File: src/hdl/mfc_pkg.sv
/*
 Constants and types shared by the match/fail combination logic.
 Assumes a single 250 MHz system clock with a synchronous reset.
*/
package mfc_pkg;
   // System clock figures
   localparam int MFC_CLK_MHZ     = 250;
   localparam int MFC_CLK_NS      = 4;
   // Settling time after the reference PLL reports lock
   localparam int MFC_LOCK_NS     = 1000;
   localparam int MFC_LOCK_CYC    = (MFC_LOCK_NS * MFC_CLK_MHZ + 999) / 1000;
   localparam int MFC_LOCK_W      = 8;
   // Site and trigger bus sizes
   localparam int MFC_SITES       = 8;
   localparam int MFC_TRIG_LINES  = 8;
   localparam int MFC_TSEL_W      = 3;
   // Alignment delay line
   localparam int MFC_DLY_DEPTH   = 16;
   localparam int MFC_DLY_W       = 4;
   // Reset values
   localparam logic [7:0] MFC_FAIL_RST = 8'h00;
   localparam logic [7:0] MFC_CNT_RST  = 8'h00;

   // Burst sequence states
   typedef enum logic [1:0] {
      MFC_IDLE,
      MFC_ARMED,
      MFC_RUN
   } mfc_state_e;

   // Whole state of the core
   typedef struct packed {
      mfc_state_e             st;
      logic [MFC_LOCK_W-1:0]  lock_cnt;
      logic                   locked;
      logic                   trig_prev;
      logic                   comb_mode;
      logic                   go;
      logic [MFC_SITES-1:0]   fail_sticky;
      logic                   fail_out;
      logic                   match_out;
      logic                   cond_f;
      logic                   cond_m;
      logic                   cond_v;
   } mfc_core_s;

   // Whole state of the alignment delay line
   typedef struct packed {
      logic [MFC_DLY_DEPTH-1:0] line;
      logic                     out;
   } mfc_align_s;
endpackage

File: src/hdl/mfc_trig_if.sv
/*
 Carrier between the core and its trigger alignment delay line.
 Assumes both ends run on the same system clock.
*/
`timescale 1ns/10ps
interface mfc_trig_if;
   import mfc_pkg::*;
   logic                 trig_in;    // Start event pulse
   logic [MFC_DLY_W-1:0] delay;      // Extra cycles of delay
   logic                 trig_out;   // Aligned start pulse

   modport core  (output trig_in, output delay, input trig_out);
   modport align (input trig_in, input delay, output trig_out);
endinterface

File: src/hdl/mfc_trig_align.sv
/*
 Trigger alignment delay line: shifts the start event by a programmed
 number of cycles so synchronized instruments share one timing reference.
 Assumes the delay setting is held steady while a burst is armed.
*/
`timescale 1ns/10ps
module mfc_trig_align
   import mfc_pkg::*;
(
   input wire logic sys_clk,         // System clock
   input wire logic rst,             // Synchronous reset, high
   mfc_trig_if.align tif              // Trigger carrier
);
   mfc_align_s q_ff;
   mfc_align_s nxt_q;

   always_comb begin
      nxt_q      = q_ff;
      nxt_q.line = {q_ff.line[MFC_DLY_DEPTH-2:0], tif.trig_in};
      nxt_q.out  = nxt_q.line[tif.delay];
   end

   // State register
   always_ff @(posedge sys_clk) begin
      if (rst) begin
         q_ff <= '0;
      end else begin
         q_ff <= nxt_q;
      end
   end

   assign tif.trig_out = q_ff.out;
endmodule

File: src/hdl/mfc_core.sv
/*
 Match/fail combination core of one digital pattern instrument: timebase
 lock qualification, deterministic start trigger, per-vector matched and
 failed evaluation, and combination of results across instruments.
 Assumes a timing module on the backplane ORs every instrument's fail
 contribution and ANDs every match contribution, returning both with the
 same fixed latency to all instruments, flagged by bp_valid.
*/
// Behaviour
// - Master timebase must be locked to the 100 MHz backplane reference.
// - Start triggers come over the trigger bus, same cycle everywhere.
// - A programmed absolute delay shifts the local timing reference.
// - Sequencer evaluates matched and failed during a burst for branching.
// - Combined failed is true when any enabled site anywhere fails.
// - Per-site pass/fail shows only this instrument's own failing sites.
// - Combined matched needs every enabled site with match pins matching.
// - Combined mode: all branch alike, no local or per-site branching.
// - Without timing module, local evaluation and independent branching; if combine_enable is set, the core arms no burst.
`timescale 1ns/10ps
module mfc_core
   import mfc_pkg::*;
(
   input  wire logic                   sys_clk,        // System clock
   input  wire logic                   rst,            // Sync reset, high
   input  wire logic                   ref_locked,     // PLL on reference
   output logic                        master_timebase_clock_ok, // Locked
   input  wire logic                   sync_enable,    // Timing module up
   input  wire logic                   combine_enable, // Combine results
   input  wire logic [MFC_DLY_W-1:0]   abs_delay,      // Delay, cycles
   input  wire logic [MFC_TRIG_LINES-1:0] trig_bus,    // Backplane lines
   input  wire logic [MFC_TSEL_W-1:0]  trig_sel,       // Start line
   input  wire logic                   sw_start,       // Software start
   input  wire logic                   burst_arm,      // Arm a burst
   input  wire logic                   burst_done,     // Pattern ended
   input  wire logic [MFC_SITES-1:0]   site_enable,    // Sites bursting
   input  wire logic [MFC_SITES-1:0]   site_fail,      // Vector failed
   input  wire logic [MFC_SITES-1:0]   site_match,     // Match satisfied
   input  wire logic [MFC_SITES-1:0]   site_in_match,  // Has match pins
   input  wire logic                   cmp_valid,      // Compare strobe
   input  wire logic                   bp_valid,       // Combined ready
   input  wire logic                   bp_fail_in,     // Combined fail
   input  wire logic                   bp_match_in,    // Combined match
   output logic                        bp_fail_out,    // Our fail share
   output logic                        bp_match_out,   // Our match share
   output logic                        start_go,       // Burst starts
   output logic                        burst_active,   // Burst running
   output logic                        cond_valid,     // Decision pulse
   output logic                        cond_failed,    // Failed operand
   output logic                        cond_matched,   // Matched operand
   output logic [MFC_SITES-1:0]        site_pass_fail  // Own fails, sticky
);
   mfc_core_s  q_ff;
   mfc_core_s  nxt_q;
   mfc_trig_if tif ();
   logic       trig_line;
   logic       trig_edge;
   logic       local_fail;
   logic       local_match;
   logic       running;

   // Any enabled site failed
   function automatic logic mfc_any_fail(
      input logic [MFC_SITES-1:0] en,
      input logic [MFC_SITES-1:0] fail);
      return |(en & fail);
   endfunction

   // All enabled sites with match pins matched
   function automatic logic mfc_all_match(
      input logic [MFC_SITES-1:0] en,
      input logic [MFC_SITES-1:0] pins,
      input logic [MFC_SITES-1:0] match);
      return &(~(en & pins) | match);
   endfunction

   // Start event from the selected bus line or software
   assign trig_line   = trig_bus[trig_sel];
   assign trig_edge   = trig_line & ~q_ff.trig_prev;
   assign tif.trig_in = (q_ff.st == MFC_ARMED) & (trig_edge | sw_start);
   assign tif.delay   = abs_delay;

   mfc_trig_align u_align (
      .sys_clk (sys_clk),
      .rst     (rst),
      .tif     (tif.align)
   );

   // Local evaluation of this vector
   assign running     = (q_ff.st == MFC_RUN);
   assign local_fail  = mfc_any_fail(site_enable, site_fail);
   assign local_match = mfc_all_match(site_enable, site_in_match,
                                      site_match);

   // Next state
   always_comb begin
      nxt_q           = q_ff;
      nxt_q.trig_prev = trig_line;
      nxt_q.go        = 1'b0;
      nxt_q.cond_v    = 1'b0;
      nxt_q.fail_out  = 1'b0;
      nxt_q.match_out = 1'b1;
      if (!ref_locked) begin
         nxt_q.lock_cnt = MFC_CNT_RST;
         nxt_q.locked   = 1'b0;
      end else if (q_ff.lock_cnt == MFC_LOCK_W'(MFC_LOCK_CYC - 1)) begin
         nxt_q.locked   = 1'b1;
      end else begin
         nxt_q.lock_cnt = q_ff.lock_cnt + 8'h01;
      end
      unique case (q_ff.st)
         MFC_IDLE: begin
            if (burst_arm && q_ff.locked &&
                (!combine_enable || sync_enable)) begin
               nxt_q.st          = MFC_ARMED;
               nxt_q.comb_mode   = combine_enable & sync_enable;
               nxt_q.fail_sticky = MFC_FAIL_RST;
            end
         end
         MFC_ARMED: begin
            if (tif.trig_out) begin
               nxt_q.st = MFC_RUN;
               nxt_q.go = 1'b1;
            end
         end
         MFC_RUN: begin
            if (burst_done || !q_ff.locked) begin
               nxt_q.st = MFC_IDLE;
            end
            if (cmp_valid) begin
               nxt_q.fail_sticky = q_ff.fail_sticky | (site_enable &
                                                        site_fail);
               nxt_q.fail_out    = local_fail;
               nxt_q.match_out   = local_match;
            end
            if (q_ff.comb_mode) begin
               if (bp_valid) begin
                  nxt_q.cond_f = bp_fail_in;
                  nxt_q.cond_m = bp_match_in;
                  nxt_q.cond_v = 1'b1;
               end
            end else if (cmp_valid) begin
               nxt_q.cond_f = local_fail;
               nxt_q.cond_m = local_match;
               nxt_q.cond_v = 1'b1;
            end
         end
      endcase
   end

   // State register
   always_ff @(posedge sys_clk) begin
      if (rst) begin
         q_ff    <= '0;
         q_ff.st <= MFC_IDLE;
         q_ff.match_out <= 1'b1;
      end else begin
         q_ff <= nxt_q;
      end
   end

   // Outputs from state
   assign master_timebase_clock_ok = q_ff.locked;
   assign bp_fail_out    = q_ff.fail_out;
   assign bp_match_out   = q_ff.match_out;
   assign start_go       = q_ff.go;
   assign burst_active   = running;
   assign cond_valid     = q_ff.cond_v;
   assign cond_failed    = q_ff.cond_f;
   assign cond_matched   = q_ff.cond_m;
   assign site_pass_fail = q_ff.fail_sticky;
endmodule

File: config.mk
export PLATFORM = sky130hd
export DESIGN_NAME = mfc_core
export DESIGN_NICKNAME = d
export VERILOG_FILES = /design/src/hdl/mfc_pkg.sv /design/src/hdl/mfc_trig_if.sv /design/src/hdl/mfc_trig_align.sv /design/src/hdl/mfc_core.sv
export SDC_FILE = /design/constraint.sdc
export NUM_CORES = 1
export LEC_CHECK = 0
export ABC_AREA = 0
export BUFFER_PORTS_ARGS = -buffer_cell sky130_fd_sc_hd__buf_2
export CAP_MARGIN = 5
export CORE_UTILIZATION = 51
export CTS_BUF_LIST = sky130_fd_sc_hd__clkbuf_4 sky130_fd_sc_hd__clkbuf_8 sky130_fd_sc_hd__clkbuf_16
export CTS_CLUSTER_SIZE = 24
export DETAILED_ROUTE_END_ITERATION = 7
export PLACE_DENSITY = 0.9
export SYNTH_ARGS = -nofsm -noshare
export SYNTH_HDL_FRONTEND = slang
export SYNTH_HIERARCHICAL = 1
export SYNTH_SLANG_ARGS = --single-unit
File: constraint.sdc
create_clock -name sys_clk -period 3.4 [get_ports sys_clk]
set_input_delay 0.68 -clock sys_clk [delete_from_list [all_inputs] [get_ports sys_clk]]
set_output_delay 0.68 -clock sys_clk [all_outputs]
set_load 0.05 [all_outputs]
==> impl_metrics.env <==
export IMPL_finalMaxSlewViolations=0
export IMPL_min_path_type="register to register"
export IMPL_synth_most_common_cell="dfxtp_1"
export IMPL_die_x_um=62.95
export IMPL_ir_drop_v=0.0002841
export IMPL_max_freq_ghz=0.4195
export IMPL_rows=21
export IMPL_crit_path_max_fo=2
export IMPL_totalPowerFinal_w=0.001009
export IMPL_finalCoreUtilization_pct=67.61
export IMPL_start_kind="primary input"
export IMPL_pwr_density_cell_nw_per_um2=433.4
export IMPL_postSynth_topFlopCell="dfxtp_1"
export IMPL_worst_r2r_startpoint="q_ff[26]$_SDFFE_PP0P_"
export IMPL_via_count=1698
export IMPL_hpwl_um=3099
export IMPL_clock_tree_root_cell="clkbuf_8"
export IMPL_io_buffer_count=74
export IMPL_global_route_overflow_total=0
export IMPL_synth_lib_cells_used_distinct=39
export IMPL_timing_hold_violations_final=0
export IMPL_synth_largest_area_cell="dfxtp_1"
export IMPL_crit_required_ns=3.57
export IMPL_top_level_port_count=75
export IMPL_synth_enable_flop_cells=0
export IMPL_critPathMaxStageDelay_ns=0.55
export IMPL_ys_warns=6
export IMPL_timing_critical_path_arrival_ns=2.55
export IMPL_ys_async_sr_fraction_pct=0
export IMPL_start_util_pct=55.03
export IMPL_fin_crit_sh_pct=70.11
export IMPL_post_synth_top_area_fraction_pct=45.44
export IMPL_drive_above_1_share_pct=31.37
export IMPL_ys_ff_latch=43
export IMPL_setup_worst_path_end_class="register"
export IMPL_synth_nets=267
export IMPL_setup_tns_final_ns=0
export IMPL_p_leak_nw=1.058
export IMPL_holdCritStartpoint="u_align/tif.trig_out$_SDFF_PP0_"
export IMPL_max_capacitance_violation_count=0
export IMPL_wl_per_cell_um=12.67
export IMPL_design_die_area_sq_um=3962
export IMPL_area_growth_synth_to_final_pct=22.85
export IMPL_setup_viol_count_final=0
export IMPL_grt_max_degree=29
export IMPL_first_pass_grt_wire_length_um=6810
export IMPL_critical_path_slowest_stage_cell="mux4_1"
export IMPL_detail_route_first_pass_iterations=4
export IMPL_syn_mean_instance_area_sq_um=9.378
export IMPL_finalWeightedCongestion=0.7051
export IMPL_final_cell_area_sq_um=2327
export IMPL_max_slew_worst_pin_slew_ns=0.5971
export IMPL_r2r_end="u_align/tif.trig_out$_SDFF_PP0_"
export IMPL_hold_path_depth=2
export IMPL_cts_resized_gates=0
export IMPL_n_antenna_cell=0
export IMPL_synth_commonest_cells="dfxtp_1 (43), nor2_1 (27), nand2_1 (18)"
export IMPL_synth_yosys_seq_area_share_pct=45.44
export IMPL_wirelength_um=4016
export IMPL_drtIter0Drc=48
export IMPL_timing_reg2reg_setup_slack_ns=1.68
export IMPL_clock_sinks=43
export IMPL_count_of_nets_left_with_antenna_violations_after_detail_routing=0
export IMPL_worstSkewPairLatency_ns=0.29
export IMPL_detailed_place_area_sq_um=2240
export IMPL_mappedNetlistArea_sq_um=1894
export IMPL_r2r_cells=7
export IMPL_cts_inserted_buffers=5
export IMPL_number_of_remaining_drc_errors=0
export IMPL_grt_setup_unrepaired="no"
export IMPL_cts_root_to_sink_buffers=2
export IMPL_final_min_clock_period_ns=2.384
export IMPL_grt_use_total_pct=21.83
export IMPL_cts_tree="yes"
export IMPL_detail_route_vias_per_cell=5.356
export IMPL_first_global_vias=1663
export IMPL_cts_setup_buffers=0
export IMPL_outcome="completed"
export IMPL_nets=336
export IMPL_worstPathCellList="buf_2 -> mux4_1 -> mux2i_1 -> nor2_1 -> o21a_1 -> mux4_2 -> o22ai_1 -> a311o_1 -> a21oi_1"
export IMPL_timing_worst_setup_path_type="primary input to register"
export IMPL_core_area_sq_um=3442
export IMPL_cts_hold_buffers=0
export IMPL_hold_path_endpoint="start_go$_SDFF_PP0_"
export IMPL_cts_max_level=2
export IMPL_synth_top_cells_by_area="dfxtp_1 (45%), nor2_1 (5.4%), nor2b_1 (5.3%), mux4_1 (4.2%), ha_1 (4.0%)"
export IMPL_worst_slew_margin_rel_pct=60.11
export IMPL_netlist_instances=202
export IMPL_floorplan_die_height_um=62.95
export IMPL_finClkSkew_ns=0.001010
export IMPL_number_of_antenna_violations_at_the_first_check_in_global_routing=0
export IMPL_cts_reportedPaths_clkPinSlew_ns=0.07
==> power breakdown <==
group / internal (W) / switching, W / leakage [nW]
Clock: 0.000159 / 0.000162 / 0.0470
Sequential: 0.000517 / 0.00000886 / 0.347
Combinational: 0.0000686 / 0.0000925 / 0.664
==> per-layer routing <==
metal	share of wire [%]	GRT usage [%]	up-vias	wire, um
met1	40	22.60	780	1618
met4	1.5	7.849	0	59
li1	-	-	838	-
met2	50	40.19	71	2024
met3	7.8	7.299	9	314
met5	0	0	-	0
==> per-stage QoR <==
stage	cells	worst slack, ns	hold WS (ns)
6_report	317	1.016	0.4389
5_1_grt	317	0.9086	0.4816
4_1_cts	317	1.031	0.4392
3_5_place_dp	310	0.7176	0.4295
3_3_place_gp	310	0.7705	0.4292
2_1_floorplan	202	0.9525	0.4097
==> worst max path at each step <==
stage / endpoint / slack (ns) / cells after the start / start
after global placement: u_align/tif.trig_out$_SDFF_PP0_ / 0.77 / 9 / trig_sel[0]
after global routing: u_align/tif.trig_out$_SDFF_PP0_ / 0.91 / 9 / trig_sel[0]
after detailed placement: u_align/tif.trig_out$_SDFF_PP0_ / 0.72 / 9 / trig_sel[0]
final: u_align/tif.trig_out$_SDFF_PP0_ / 1.02 / 9 / trig_sel[0]
after floorplan: u_align/tif.trig_out$_SDFF_PP0_ / 0.95 / 8 / trig_sel[0]
after CTS: u_align/tif.trig_out$_SDFF_PP0_ / 1.03 / 9 / trig_sel[0]
==> registers in the layout, summed over array words and instances (netlist names) <==
name,count
u_align/tif.trig_out,1
u_align/nxt_q,15
start_go,1
bp_match_out,1
q_ff,12
cond_valid,1
site_pass_fail,8
bp_fail_out,1
master_timebase_clock_ok,1
cond_failed,1
cond_matched,1
==> cell type report <==
class | count | area [sq um]
multi-input combinational | 139 | 920.9
clock inverter | 1 | 5.005
fill | 274 | 1115
timing repair buffer | 74 | 370.4
inverter | 8 | 30.03
clock buffer | 6 | 82.58
tap | 46 | 57.56
sequential | 43 | 860.8
==> layout by cell type, fill, tap and decap left out, types with 3 or more instances in the layout <==
| cell | count |
|---|---|
| mux4_1 | 3 |
| a21oi_1 | 8 |
| nor2_1 | 27 |
| inv_1 | 8 |
| mux2i_1 | 5 |
| nand3_1 | 6 |
| nand2_1 | 18 |
| clkbuf_8 | 6 |
| ha_1 | 6 |
| a22oi_1 | 4 |
| dfxtp_1 | 43 |
| o22ai_1 | 5 |
| nor2b_1 | 16 |
| a31oi_1 | 8 |
| o21ai_0 | 3 |
| xor2_1 | 4 |
| buf_2 | 74 |
==> critical path, delay by kind of cell <==
family,cells,cell delay (ns)
mux,3,1.17
buf+inv,1,0.10
simple gates,1,0.07
compound gates,4,0.52
==> cell families after synthesis <==
| logic type | count (synthesis) | synth area share [%] |
|---|---|---|
| AND/OR/NAND/NOR | 78 | 19.49 |
| flip-flops | 43 | 45.44 |
| AO/OA/AOI/OAI | 40 | 14.27 |
| buffers and inverters | 20 | 5.945 |
| multiplexers | 10 | 8.587 |
| adder cells (fa/ha/maj) | 6 | 3.963 |
| XOR/XNOR | 5 | 2.312 |
Power figures use the tool's default switching activity.
